[src/shared/flash_erase_cfg.svh]
`ifndef FLASH_ERASE_CFG_SVH
`define FLASH_ERASE_CFG_SVH
// Command addresses and data words
`define UNLOCK_ADDR1 26'h0000555
`define UNLOCK_ADDR2 26'h00002aa
`define UNLOCK_DATA1 16'h00aa
`define UNLOCK_DATA2 16'h0055
`define SETUP_DATA 16'h0080
`define CHIP_CODE 16'h0010
`define SECTOR_CODE 16'h0030
`define SUSPEND_CODE 16'h00b0
`define RESUME_CODE 16'h0030
`define STATUS_READ_CODE 16'h0070
`define STATUS_CLEAR_CODE 16'h0071
`define SOFT_RESET_CODE 16'h00f0
`define ERASED_WORD 16'hffff
// Status word field
`define READY_BIT 7
// Bus timing in cycles of the 20 MHz clock
`define STROBE_CYCLES 4'h3
// Acceptance window in ns and its cycle count (longest time, round down)
`define ACCEPT_WINDOW_NS 50000
`define ACCEPT_WINDOW_CYC ((`ACCEPT_WINDOW_NS) / 50)
// Reset pulse and recovery in ns
`define RESET_PULSE_NS 500
`define RESET_PULSE_CYC (((`RESET_PULSE_NS) + 49) / 50)
`define RECOVERY_NS 50000
`define RECOVERY_CYC (((`RECOVERY_NS) + 49) / 50)
`endif

[src/shared/flash_erase_pkg.sv]
`default_nettype none
package flash_erase_pkg;
   // Orders taken from the user side
   typedef enum logic [2:0] {
      CMD_CHIP = 3'h0,
      CMD_SECTOR = 3'h1,
      CMD_ADD_SECTOR = 3'h2,
      CMD_SUSPEND = 3'h3,
      CMD_RESUME = 3'h4,
      CMD_STATUS = 3'h5,
      CMD_CLEAR = 3'h6,
      CMD_HW_RESET = 3'h7
   } cmd_e;
   // Pins toward the flash
   typedef struct packed {
      logic [25:0] addr;
      logic [15:0] dq_out;
      logic dq_oe;
      logic we_n;
      logic oe_n;
      logic ce_n;
      logic reset_n;
   } flash_pins_s;
endpackage : flash_erase_pkg
`default_nettype wire

[src/hdl/flash_erase_ctrl.sv]
// Operation
// - Chip erase is six writes; device busy after sixth write strobe.
// - After an abort the host reissues the whole erase sequence.
// - Sector erase is six writes, sixth carries sector address and code.
// - Host writes each extra sector before the window expires.
// - After failed program in suspend, clear, then resume before programming.
// - Unlock pair: AAh to 555h, then 55h to 2AAh.
`include "flash_erase_cfg.svh"
`default_nettype none
module flash_erase_ctrl #(
   parameter int ACCEPT_CYC = `ACCEPT_WINDOW_CYC,
   parameter int RECOVER_CYC = `RECOVERY_CYC
) (
   // Clock and reset
   input wire logic clk,
   input wire logic rst_b,
   // User orders
   input wire logic cmd_valid,
   input wire flash_erase_pkg::cmd_e cmd,
   input wire logic [25:0] cmd_sector,
   output logic cmd_ready,
   output logic [15:0] status_data,
   output logic status_valid,
   output logic erase_busy,
   output logic suspended,
   output logic aborted,
   // Flash pins
   output flash_erase_pkg::flash_pins_s pins,
   input wire logic [15:0] dq_in,
   input wire logic ready_busy_n,
   input wire logic overlay_space
);
   import flash_erase_pkg::*;

   typedef enum logic [5:0] {
      S_IDLE = 6'h01,
      S_SETUP = 6'h02,
      S_LOW = 6'h04,
      S_HIGH = 6'h08,
      S_READ = 6'h10,
      S_RST = 6'h20
   } state_e;

   typedef enum logic [1:0] {
      OP_NONE = 2'h0,
      OP_CHIP = 2'h1,
      OP_SECTOR = 2'h2
   } op_e;

   state_e state_r, state_nxt;
   op_e op_r, op_nxt;
   flash_pins_s pins_r, pins_nxt;
   logic [2:0] idx_r, idx_nxt;
   logic [2:0] len_r, len_nxt;
   logic [25:0] sect_r, sect_nxt;
   logic [15:0] code_r, code_nxt;
   logic [3:0] tick_r, tick_nxt;
   logic [31:0] wait_r, wait_nxt;
   logic [31:0] win_r, win_nxt;
   logic is_read_r, is_read_nxt;
   logic susp_r, susp_nxt;
   logic abort_r, abort_nxt;
   logic [15:0] stat_r, stat_nxt;
   logic sval_r, sval_nxt;
   logic busy_seen_r, busy_seen_nxt;

   // Address and data of write step i of a sequence
   function automatic logic [41:0] step(input logic [2:0] i,
      input logic [2:0] n, input logic [25:0] sa, input logic [15:0] c);
      logic [41:0] r;
      r = {sa, c};
      if (n == 3'h6)
      begin
         case (i)
            3'h0: r = {`UNLOCK_ADDR1, `UNLOCK_DATA1};
            3'h1: r = {`UNLOCK_ADDR2, `UNLOCK_DATA2};
            3'h2: r = {`UNLOCK_ADDR1, `SETUP_DATA};
            3'h3: r = {`UNLOCK_ADDR1, `UNLOCK_DATA1};
            3'h4: r = {`UNLOCK_ADDR2, `UNLOCK_DATA2};
            default: r = {sa, c};
         endcase
      end
      return r;
   endfunction : step

   // Sequencing of bus cycles and erase bookkeeping
   always_comb
   begin
      logic [41:0] ad;
      ad = '0;
      state_nxt = state_r;
      op_nxt = op_r;
      pins_nxt = pins_r;
      idx_nxt = idx_r;
      len_nxt = len_r;
      sect_nxt = sect_r;
      code_nxt = code_r;
      tick_nxt = tick_r;
      wait_nxt = wait_r;
      // Window runs only while idle, so it opens after the last sector write
      win_nxt = (win_r != 32'h0 && state_r == S_IDLE) ? win_r - 32'h1 : win_r;
      is_read_nxt = is_read_r;
      susp_nxt = susp_r;
      abort_nxt = abort_r;
      stat_nxt = stat_r;
      sval_nxt = 1'b0;
      busy_seen_nxt = busy_seen_r;
      // Erase completion seen through the busy pin
      if (op_r != OP_NONE && !susp_r && state_r == S_IDLE)
      begin
         if (!ready_busy_n)
            busy_seen_nxt = 1'b1;
         else if (busy_seen_r && win_r == 32'h0)
         begin
            op_nxt = OP_NONE;
            busy_seen_nxt = 1'b0;
         end
      end
      case (state_r)
         S_IDLE:
         begin
            if (cmd_valid)
            begin
               len_nxt = 3'h1;
               idx_nxt = 3'h0;
               is_read_nxt = 1'b0;
               sect_nxt = 26'h0;
               state_nxt = S_SETUP;
               case (cmd)
                  CMD_CHIP:
                  begin
                     len_nxt = 3'h6;
                     code_nxt = `CHIP_CODE;
                     sect_nxt = `UNLOCK_ADDR1; // Chip code goes to 555h
                     op_nxt = OP_CHIP;
                     abort_nxt = 1'b0;
                     busy_seen_nxt = 1'b0;
                  end
                  CMD_SECTOR:
                  begin
                     len_nxt = 3'h6;
                     code_nxt = `SECTOR_CODE;
                     sect_nxt = cmd_sector;
                     op_nxt = OP_SECTOR;
                     abort_nxt = 1'b0;
                     busy_seen_nxt = 1'b0;
                     win_nxt = ACCEPT_CYC;
                  end
                  CMD_ADD_SECTOR:
                  begin
                     code_nxt = `SECTOR_CODE;
                     sect_nxt = cmd_sector;
                     if (win_r == 32'h0)
                        state_nxt = S_IDLE;
                     else
                        win_nxt = ACCEPT_CYC;
                  end
                  CMD_SUSPEND:
                  begin
                     code_nxt = `SUSPEND_CODE;
                     if (op_r != OP_SECTOR || susp_r || overlay_space)
                        state_nxt = S_IDLE;
                  end
                  CMD_RESUME:
                  begin
                     code_nxt = `RESUME_CODE;
                     if (!susp_r || overlay_space)
                        state_nxt = S_IDLE;
                     else
                        susp_nxt = 1'b0;
                  end
                  CMD_STATUS:
                  begin
                     len_nxt = 3'h2;
                     code_nxt = `STATUS_READ_CODE;
                  end
                  CMD_CLEAR:
                  begin
                     code_nxt = `STATUS_CLEAR_CODE;
                  end
                  default:
                  begin
                     pins_nxt.reset_n = 1'b0;
                     wait_nxt = `RESET_PULSE_CYC;
                     op_nxt = OP_NONE;
                     susp_nxt = 1'b0;
                     win_nxt = 32'h0;
                     abort_nxt = (op_r != OP_NONE);
                     state_nxt = S_RST;
                  end
               endcase
            end
         end
         S_SETUP:
         begin
            if (len_r == 3'h2 && idx_r == 3'h1)
            begin
               pins_nxt.dq_oe = 1'b0;
               pins_nxt.ce_n = 1'b0;
               pins_nxt.oe_n = 1'b0;
               is_read_nxt = 1'b1;
            end
            else
            begin
               if (len_r == 3'h2)
                  ad = {`UNLOCK_ADDR1, code_r};
               else
                  ad = step(idx_r, len_r, sect_r, code_r);
               pins_nxt.addr = ad[41:16];
               pins_nxt.dq_out = ad[15:0];
               pins_nxt.dq_oe = 1'b1;
               pins_nxt.ce_n = 1'b0;
               pins_nxt.we_n = 1'b0;
            end
            tick_nxt = `STROBE_CYCLES;
            state_nxt = S_LOW;
         end
         S_LOW:
         begin
            tick_nxt = tick_r - 4'h1;
            if (tick_r == 4'h0)
            begin
               if (is_read_r)
               begin
                  stat_nxt = dq_in;
                  sval_nxt = 1'b1;
               end
               pins_nxt.we_n = 1'b1; // Rising strobe latches the write
               pins_nxt.oe_n = 1'b1;
               pins_nxt.ce_n = 1'b1;
               pins_nxt.dq_oe = 1'b0;
               tick_nxt = `STROBE_CYCLES;
               state_nxt = S_HIGH;
            end
         end
         S_HIGH:
         begin
            tick_nxt = tick_r - 4'h1;
            if (tick_r == 4'h0)
            begin
               idx_nxt = idx_r + 3'h1;
               state_nxt = (idx_r + 3'h1 == len_r) ? S_READ : S_SETUP;
            end
         end
         S_READ:
         begin
            // Suspend done once the device releases busy
            if (code_r == `SUSPEND_CODE)
            begin
               if (ready_busy_n)
               begin
                  susp_nxt = 1'b1;
                  state_nxt = S_IDLE;
               end
            end
            else
               state_nxt = S_IDLE;
         end
         S_RST:
         begin
            wait_nxt = wait_r - 32'h1;
            if (wait_r == 32'h0)
            begin
               if (!pins_r.reset_n)
               begin
                  pins_nxt.reset_n = 1'b1;
                  wait_nxt = RECOVER_CYC;
               end
               else
                  state_nxt = S_IDLE;
            end
         end
         default: state_nxt = S_IDLE;
      endcase
   end

   // State registers
   always_ff @(posedge clk)
   begin
      if (!rst_b)
      begin
         state_r <= S_IDLE;
         op_r <= OP_NONE;
         pins_r <= '{addr: 26'h0, dq_out: 16'h0, dq_oe: 1'b0, we_n: 1'b1,
                     oe_n: 1'b1, ce_n: 1'b1, reset_n: 1'b1};
         idx_r <= 3'h0;
         len_r <= 3'h0;
         sect_r <= 26'h0;
         code_r <= 16'h0;
         tick_r <= 4'h0;
         wait_r <= 32'h0;
         win_r <= 32'h0;
         is_read_r <= 1'b0;
         susp_r <= 1'b0;
         abort_r <= 1'b0;
         stat_r <= 16'h0;
         sval_r <= 1'b0;
         busy_seen_r <= 1'b0;
      end
      else
      begin
         state_r <= state_nxt;
         op_r <= op_nxt;
         pins_r <= pins_nxt;
         idx_r <= idx_nxt;
         len_r <= len_nxt;
         sect_r <= sect_nxt;
         code_r <= code_nxt;
         tick_r <= tick_nxt;
         wait_r <= wait_nxt;
         win_r <= win_nxt;
         is_read_r <= is_read_nxt;
         susp_r <= susp_nxt;
         abort_r <= abort_nxt;
         stat_r <= stat_nxt;
         sval_r <= sval_nxt;
         busy_seen_r <= busy_seen_nxt;
      end
   end

   // Outputs from flip-flops
   assign pins = pins_r;
   assign cmd_ready = (state_r == S_IDLE);
   assign status_data = stat_r;
   assign status_valid = sval_r;
   assign erase_busy = (op_r != OP_NONE);
   assign suspended = susp_r;
   assign aborted = abort_r;

   // Suspend is never written toward a chip erase
   property p_no_chip_suspend;
      @(posedge clk) disable iff (!rst_b)
      (state_r == S_IDLE && cmd_valid && cmd == CMD_SUSPEND
       && op_r == OP_CHIP) |=> state_r == S_IDLE;
   endproperty
   a_no_chip_suspend: assert property (p_no_chip_suspend)
      else $error("suspend issued during chip erase");

   // Hardware reset pulses the pin low next cycle
   property p_reset_pin;
      @(posedge clk) disable iff (!rst_b)
      (state_r == S_IDLE && cmd_valid && cmd == CMD_HW_RESET)
      |=> !pins_r.reset_n && op_r == OP_NONE;
   endproperty
   a_reset_pin: assert property (p_reset_pin)
      else $error("hardware reset not driven");

   // Overlay blocks resume
   property p_overlay;
      @(posedge clk) disable iff (!rst_b)
      (state_r == S_IDLE && cmd_valid && cmd == CMD_RESUME && overlay_space)
      |=> state_r == S_IDLE && $stable(susp_r);
   endproperty
   a_overlay: assert property (p_overlay)
      else $error("resume issued in overlay space");

   // First write of a six-write sequence is the unlock word
   property p_unlock;
      @(posedge clk) disable iff (!rst_b)
      (state_r == S_SETUP && len_r == 3'h6 && idx_r == 3'h0)
      |=> pins_r.addr == `UNLOCK_ADDR1 && pins_r.dq_out == `UNLOCK_DATA1
          && !pins_r.we_n;
   endproperty
   a_unlock: assert property (p_unlock)
      else $error("bad unlock write");

   // A starting erase arms busy reporting
   property p_chip_start;
      @(posedge clk) disable iff (!rst_b)
      (state_r == S_IDLE && cmd_valid && cmd == CMD_CHIP)
      |=> erase_busy ##1 !pins_r.we_n;
   endproperty
   a_chip_start: assert property (p_chip_start)
      else $error("chip erase not started");

   // Sector erase opens the acceptance window
   property p_window;
      @(posedge clk) disable iff (!rst_b)
      (state_r == S_IDLE && cmd_valid && cmd == CMD_SECTOR)
      |=> win_r == ACCEPT_CYC;
   endproperty
   a_window: assert property (p_window)
      else $error("window not opened");

   // Late add after window closed is dropped
   property p_late_add;
      @(posedge clk) disable iff (!rst_b)
      (state_r == S_IDLE && cmd_valid && cmd == CMD_ADD_SECTOR
       && win_r == 32'h0) |=> state_r == S_IDLE;
   endproperty
   a_late_add: assert property (p_late_add)
      else $error("late sector add issued");

   // Repeated resume is not written
   property p_resume;
      @(posedge clk) disable iff (!rst_b)
      (state_r == S_IDLE && cmd_valid && cmd == CMD_RESUME && !susp_r)
      |=> state_r == S_IDLE;
   endproperty
   a_resume: assert property (p_resume)
      else $error("resume while not suspended");
endmodule : flash_erase_ctrl
`default_nettype wire

[config.mk]
export PLATFORM = sky130hd
export DESIGN_NAME = flash_erase_ctrl
export DESIGN_NICKNAME = d
export VERILOG_FILES = /design/src/shared/flash_erase_pkg.sv /design/src/hdl/flash_erase_ctrl.sv
export VERILOG_INCLUDE_DIRS = /design/src /design/src/shared
export SDC_FILE = /design/constraint.sdc
export NUM_CORES = 1
export LEC_CHECK = 0
export ABC_AREA = 1
export BUFFER_PORTS_ARGS = -buffer_cell sky130_fd_sc_hd__buf_4
export CELL_PAD_IN_SITES_DETAIL_PLACEMENT = 1
export CELL_PAD_IN_SITES_GLOBAL_PLACEMENT = 1
export CORE_UTILIZATION = 35
export CTS_CLUSTER_DIAMETER = 150
export DETAILED_ROUTE_END_ITERATION = 12
export PLACE_DENSITY_LB_ADDON = 0.12
export SYNTH_ARGS = -nofsm -noshare
export SYNTH_HDL_FRONTEND = slang
export SYNTH_SLANG_ARGS = --single-unit
[constraint.sdc]
create_clock -name clk -period 1.6 [get_ports clk]
set_input_delay 0.32 -clock clk [delete_from_list [all_inputs] [get_ports clk]]
set_output_delay 0.32 -clock clk [all_outputs]
set_load 0.005 [all_outputs]
==> results by group, run 1 <==
Status
  • Status: complete, but fails checks
  • Failing checks: negative setup slack

Drt
  • 1st-iter DRT viols: 616
  • First-pass detailed-route iteration total: 4
  • DR vias/cell: 5.37
  • Routed Antenna Nets: 0
  • Routed via count: 10900
  • Drc violations: 0
  • Routed len/inst: 21.3 um
  • Routed wire length: 43400 um

Clock network
  • CTS tree: yes
  • Clk_lat worst skew: 0.46 ns
  • Hold Buf Count CTS: 0
  • Root Driver: clkbuf_16
  • Htree depth: 4
  • Total CTS buffers: 17
  • CTS clock-pin slew for the worst setup and hold paths: 0.09 ns
  • CTS sink count: 172
  • Clock Path Buffers: 2

Placement
  • Final Wtd Congestion: 0.834
  • Port buffer count: 109
  • Dpl cell area: 11500 um^2
  • Worst slack, placed: -0.484 ns
  • Hpwl dp: 21400 um

Layout
  • Fillers: 2921
  • Design area: 15100 um^2
  • ANT cells: 0
  • Core occupancy in the finished layout: 62.0%
  • Net count, final: 1762
  • Layout area overhead: 73.2%
  • Layout cells sized above 1: 50.2%

Worst setup path
  • Worst path required time: 1.98 ns
  • CP arrival: 2.28 ns
  • Kind of critical path: reg -> reg
  • Setup crit start kind: flip-flop
  • Worst-path maximum fanout: 4
  • Setup crit end kind: flip-flop

Timing
  • Total negative slack: -26.26 ns
  • Post-route clock period utilization: 119%
  • Fmax: 0.524 GHz
  • Minimum clock period: 1.91 ns
  • Final Hold Viols: 0
  • RSZ-0062 raised after global routing: true
  • Skew final: 0.0174 ns
  • # setup viols final: 173
  • Count of pins over their slew limit: 0
  • Setup WS post-layout: -0.308 ns

Logic synthesis
  • Synth top area share: 39.4%
  • Synthesis Warnings: 0
  • Ys flop type: dfxtp_1
  • Post-synth EDFFs: 0
  • Sequential share of the synthesized area: 39.4%
  • Synth async-reset ratio: 0%
  • Synth area leader: dfxtp_1
  • Post-synth cell types: 44
  • Top-count cell post-synth: nand2_1
  • Synth Register Bits: 172
  • Post-synthesis cell count: 1285
  • Synth cell count leaders: nand2_1, nor2_1, dfxtp_1, inv_1, a21oi_1
  • Post-Syn Area: 8730 um^2
  • Post-synthesis average cell area: 6.80 um^2
  • Area contributors post-synth: dfxtp_1, nand2_1, nor2_1

Min path
  • Worst hold path class: in -> reg

Run
  • MaxCap Viol Count: 0

Die
  • Num rows: 57
  • Die X: 160 um
  • I/O pin count: 118
  • Initial core utilization: 35.8%
  • Die area: 25600 um^2
  • Core Region: 24400 um^2
  • Die Ht: 160 um

GRT
  • Initial antenna violation count: 0
  • Largest net degree at the start of global routing: 52
  • GRT overflow: 0
  • Vias in the first global route: 10800
  • First-pass GRT wire length: 54100 um
  • Gr usage total: 26.2%

Power and ir drop
  • PwrDens: 2410 nW/um^2
  • Worst vdd ir: 1.47 mV
  • Leakage: 0.00714 uW
## cells in the final DEF, fill, tap and decap left out, drive strengths merged, types with 13 or more instances in the layout
cell    synthesis  layout
a21oi          94      94
clkbuf         18      24
nand2         315     319
buf            37     432
dfxtp         172     172
nor2          258     259
o21ai          55      55
nand3          96      96
nand4          28      28
xor2           20      20
inv           107     114
nor3           17      17
o21bai         13      13
## repair_timing
item                       4_1_cts  5_1_grt
buffers inserted                44       52
setup endpoints to repair      157      153
gates resized for setup        206      373
pin swaps                       60      141
gates cloned                     5       11
## layer usage
metal	vias to the layer above	part of all wire (%)	GRT usage (%)	wire, um
met4	0	5.9	9.74	2540
met1	5389	37	29.3	15900
met3	196	4.6	4.44	1990
li1	4970	-	-	-
met2	380	53	49.3	23000
met5	-	0	0	0
## through the flow
step | total power, uW | std cells | hold WS, ns
after detailed placement | 21100 | 1896 | 0.449
after global placement | 20700 | 1896 | 0.444
after CTS | 29200 | 1977 | 0.0867
final | 36400 | 2036 | 0.0826
after floorplan | 14200 | 1292 | 0.439
after global routing | 37900 | 2036 | 0.0757
## area by class of cell
cell class / instances / area [um^2] / area share [%]
Tap cell: 324 / 405 / 2.68
Timing Repair Buffer: 438 / 3930 / 26.0
Clock inverter: 14 / 168 / 1.11
Clock buffer: 18 / 429 / 2.84
Inverter: 108 / 468 / 3.09
Sequential cell: 172 / 3490 / 23.1
Multi-Input combinational cell: 962 / 6230 / 41.2
## final timing paths
kind / from / to / slack, ns / depth (start not counted)
min: dq_in[13] / status_data[13] / 0.08 / 3
max reg2reg: wait_r[28] / wait_r[3] / -0.31 / 10
min reg2reg: sect_r[9] / sect_r[9] / 0.47 / 2
max: wait_r[28] / wait_r[3] / -0.31 / 10
## cell families after synthesis
group / Yosys count / synth area share (%)
compound gates: 185 / 11.5
simple gates: 723 / 35.8
buf+inv: 163 / 8.40
xor+xnor: 28 / 2.81
flops: 172 / 39.4
fa+ha+maj: 13 / 2.03
other cells: 1 / 0.0429
## registers in the layout, indices dropped and copies added (netlist names), 2 cells and up
register / cells
len_r: 3
status_data: 16
win_r: 32
sect_r: 26
pins: 38
op_r: 2
state_r: 6
code_r: 5
idx_r: 3
wait_r: 32
tick_r: 4
## worst max-delay path, stage by stage (launching register included)
cell      delay (ns)
dfxtp_1         0.32
nor2_2          0.19
nand2_1         0.12
nor2_1          0.19
nand3b_1        0.12
nor2_1          0.14
nand2_1         0.12
nand2_2         0.14
nand2_4         0.13
buf_4           0.18
a21oi_1         0.16
## power breakdown
part	total (uW)	switching [uW]	internal [uW]	leakage [uW]
sequential	5850	733	5120	0.00141
combinational	26200	15100	11100	0.00544
clock	4350	2230	2120	0.000290
Note: power is estimated with default switching activity, not from simulation.
==> run 2, diff against run 1 <==
--- a/config.mk
+++ b/config.mk
@@ -14,6 +14,7 @@
 export CTS_CLUSTER_DIAMETER = 150
 export DETAILED_ROUTE_END_ITERATION = 12
 export PLACE_DENSITY_LB_ADDON = 0.12
+export SKIP_LAST_GASP = 1
 export SYNTH_ARGS = -nofsm -noshare
 export SYNTH_HDL_FRONTEND = slang
 export SYNTH_SLANG_ARGS = --single-unit
==> run 2 against run 1 <==
Against the previous run: the flow still finishes with violations (negative setup slack); clock power is essentially flat; cell area shrank 1.7%; routed wire length shrank 0.90%; non-clock buffer count shrank 7; count of clock-buffer cells in the layout is the same; critical endpoint is now win_r[23]; largest power group unchanged; highest routed layer unchanged.
==> results by group, run 2 (synthesis gave the netlist of run 1 again) <==
Clock network
  • CTS sink count: 172
  • Hold Buf Count CTS: 0
  • Total CTS buffers: 17
  • Clk_lat worst skew: 0.46 ns
  • CTS clock-pin slew for the worst setup and hold paths: 0.09 ns
  • Root Driver: clkbuf_16
  • CTS tree: yes
  • Clock Path Buffers: 2
  • Htree depth: 4

Layout
  • Core occupancy in the finished layout: 61.0%
  • Commonest non-fill, non-tap cell in the layout: buf_4
  • Fillers: 2928
  • Layout area overhead: 70.3%
  • Net count, final: 1753
  • Max reg flops: 38
  • Non-filler instance count after layout: 2028
  • Layout cells sized above 1: 47.8%
  • Commonest cells after routing, fill and taps aside: buf_4, nand2_1, nor2_1, dfxtp_1, inv_1
  • Design area: 14900 um^2

Placement
  • Cells after DPL: 1896
  • Dpl cell area: 11500 um^2
  • Final Wtd Congestion: 0.834
  • Port buffer count: 109
  • Hpwl dp: 21400 um

Die
  • Num rows: 57
  • Die X: 160 um
  • Die Ht: 160 um
  • Core Region: 24400 um^2
  • Die area: 25600 um^2
  • Initial core utilization: 35.8%
  • I/O pin count: 118

Timing
  • Total negative slack: -16.73 ns
  • RSZ-0062 raised after global routing: true
  • Fmax: 0.527 GHz
  • Skew final: 0.0219 ns
  • # setup viols final: 126
  • Setup WS post-layout: -0.299 ns
  • Final Hold Viols: 0
  • Post-route clock period utilization: 119%
  • Minimum clock period: 1.90 ns
  • Count of pins over their slew limit: 0

Drt
  • Routed len/inst: 21.2 um
  • Routed via count: 10900
  • Drc violations: 0
  • Routed Antenna Nets: 0
  • Routed wire length: 43000 um
  • DR vias/cell: 5.36
  • First-pass detailed-route iteration total: 5
  • 1st-iter DRT viols: 562

Power and ir drop
  • Power, Total: 35800 uW
  • PwrDens: 2410 nW/um^2
  • Worst vdd ir: 1.30 mV
  • Leakage: 0.00705 uW

GRT
  • Largest net degree at the start of global routing: 52
  • Vias in the first global route: 10600
  • Gr usage total: 26.1%
  • First-pass GRT wire length: 53600 um
  • GRT overflow: 0
  • Initial antenna violation count: 1

Worst setup path
  • CP arrival: 2.27 ns
  • Setup crit start kind: flip-flop
  • Setup crit end kind: flip-flop
  • Kind of critical path: reg -> reg
  • Worst-path maximum fanout: 7
  • Worst path required time: 1.97 ns

Status
  • Failing checks: negative setup slack
  • Status: complete, but fails checks

Run
  • MaxCap Viol Count: 0

Min path
  • Worst hold path class: in -> reg
==> run 2: cell count changes in the layout (fill, tap and decap cells not counted), moves of 4 or more <==
cell	before	now
dfxtp_1	139	144
nand2_4	37	28
buf_4	356	346
nor2_2	42	56
dfxtp_2	30	23
a21oi_2	30	26
inv_1	76	80
inv_2	21	16
nand2_2	67	53
nor2_4	75	58
nand2_1	212	231
==> run 2: power breakdown <==
group          switching [uW]  internal [uW]  total (uW)
clock network            2210           2120        4340
registers                 780           5110        5890
logic                   14700          10900       25600
==> run 2: routing by layer <==
layer / global-route usage, % / up-vias / wire length (um)
met5: 0 / - / 0
met4: 8.23 / 0 / 2150
met3: 4.21 / 167 / 1620
met2: 49.8 / 343 / 23200
met1: 29.1 / 5395 / 16000
li1: - / 4958 / -
==> run 2: area by class of cell <==
class	instances	area [um^2]	share of cell area, %
Tap cell	324	405	2.73
Clock inverter	14	168	1.13
Antenna cell	1	2.50	0.0168
Clock buffer	18	429	2.89
Sequential cell	172	3490	23.5
Timing Repair Buffer	431	3880	26.1
Inverter	108	468	3.15
Multi-Input combinational cell	960	6020	40.5
==> run 2: stage by stage <==
step	hold slack, ns	setup WS [ns]
floorplan	0.439	0.00259
global placement	0.444	-0.427
detailed placement	0.449	-0.484
CTS	0.0867	-0.119
global route	0.0851	-0.387
finish	0.0780	-0.299
==> run 2: worst paths after layout <==
check                 from             end  slack, ns  depth (start not counted)
setup / recovery  win_r[0]       win_r[23]      -0.30                         13
hold / removal    dq_in[9]  status_data[9]       0.08                          3
setup reg to reg  win_r[0]       win_r[23]      -0.30                         13
hold reg to reg    pins[1]         pins[1]       0.45                          2
==> run 2: what timing repair did <==
item	4_1_cts	5_1_grt
endpoints found under the setup margin	157	158
buffers inserted	44	50
resized for setup	187	343
pin swaps	57	139
gates cloned	5	13
==> run 2: critical path, cell delays in order (launching register included) <==
cell	delay, ns
dfxtp_1	0.34
inv_2	0.06
ha_4	0.16
nand2_1	0.09
nor2_2	0.04
nand2_2	0.09
nor2_4	0.06
buf_6	0.11
nor2_4	0.19
buf_12	0.17
nand2_1	0.09
o21bai_1	0.14
nand2_1	0.12
nor2_1	0.14
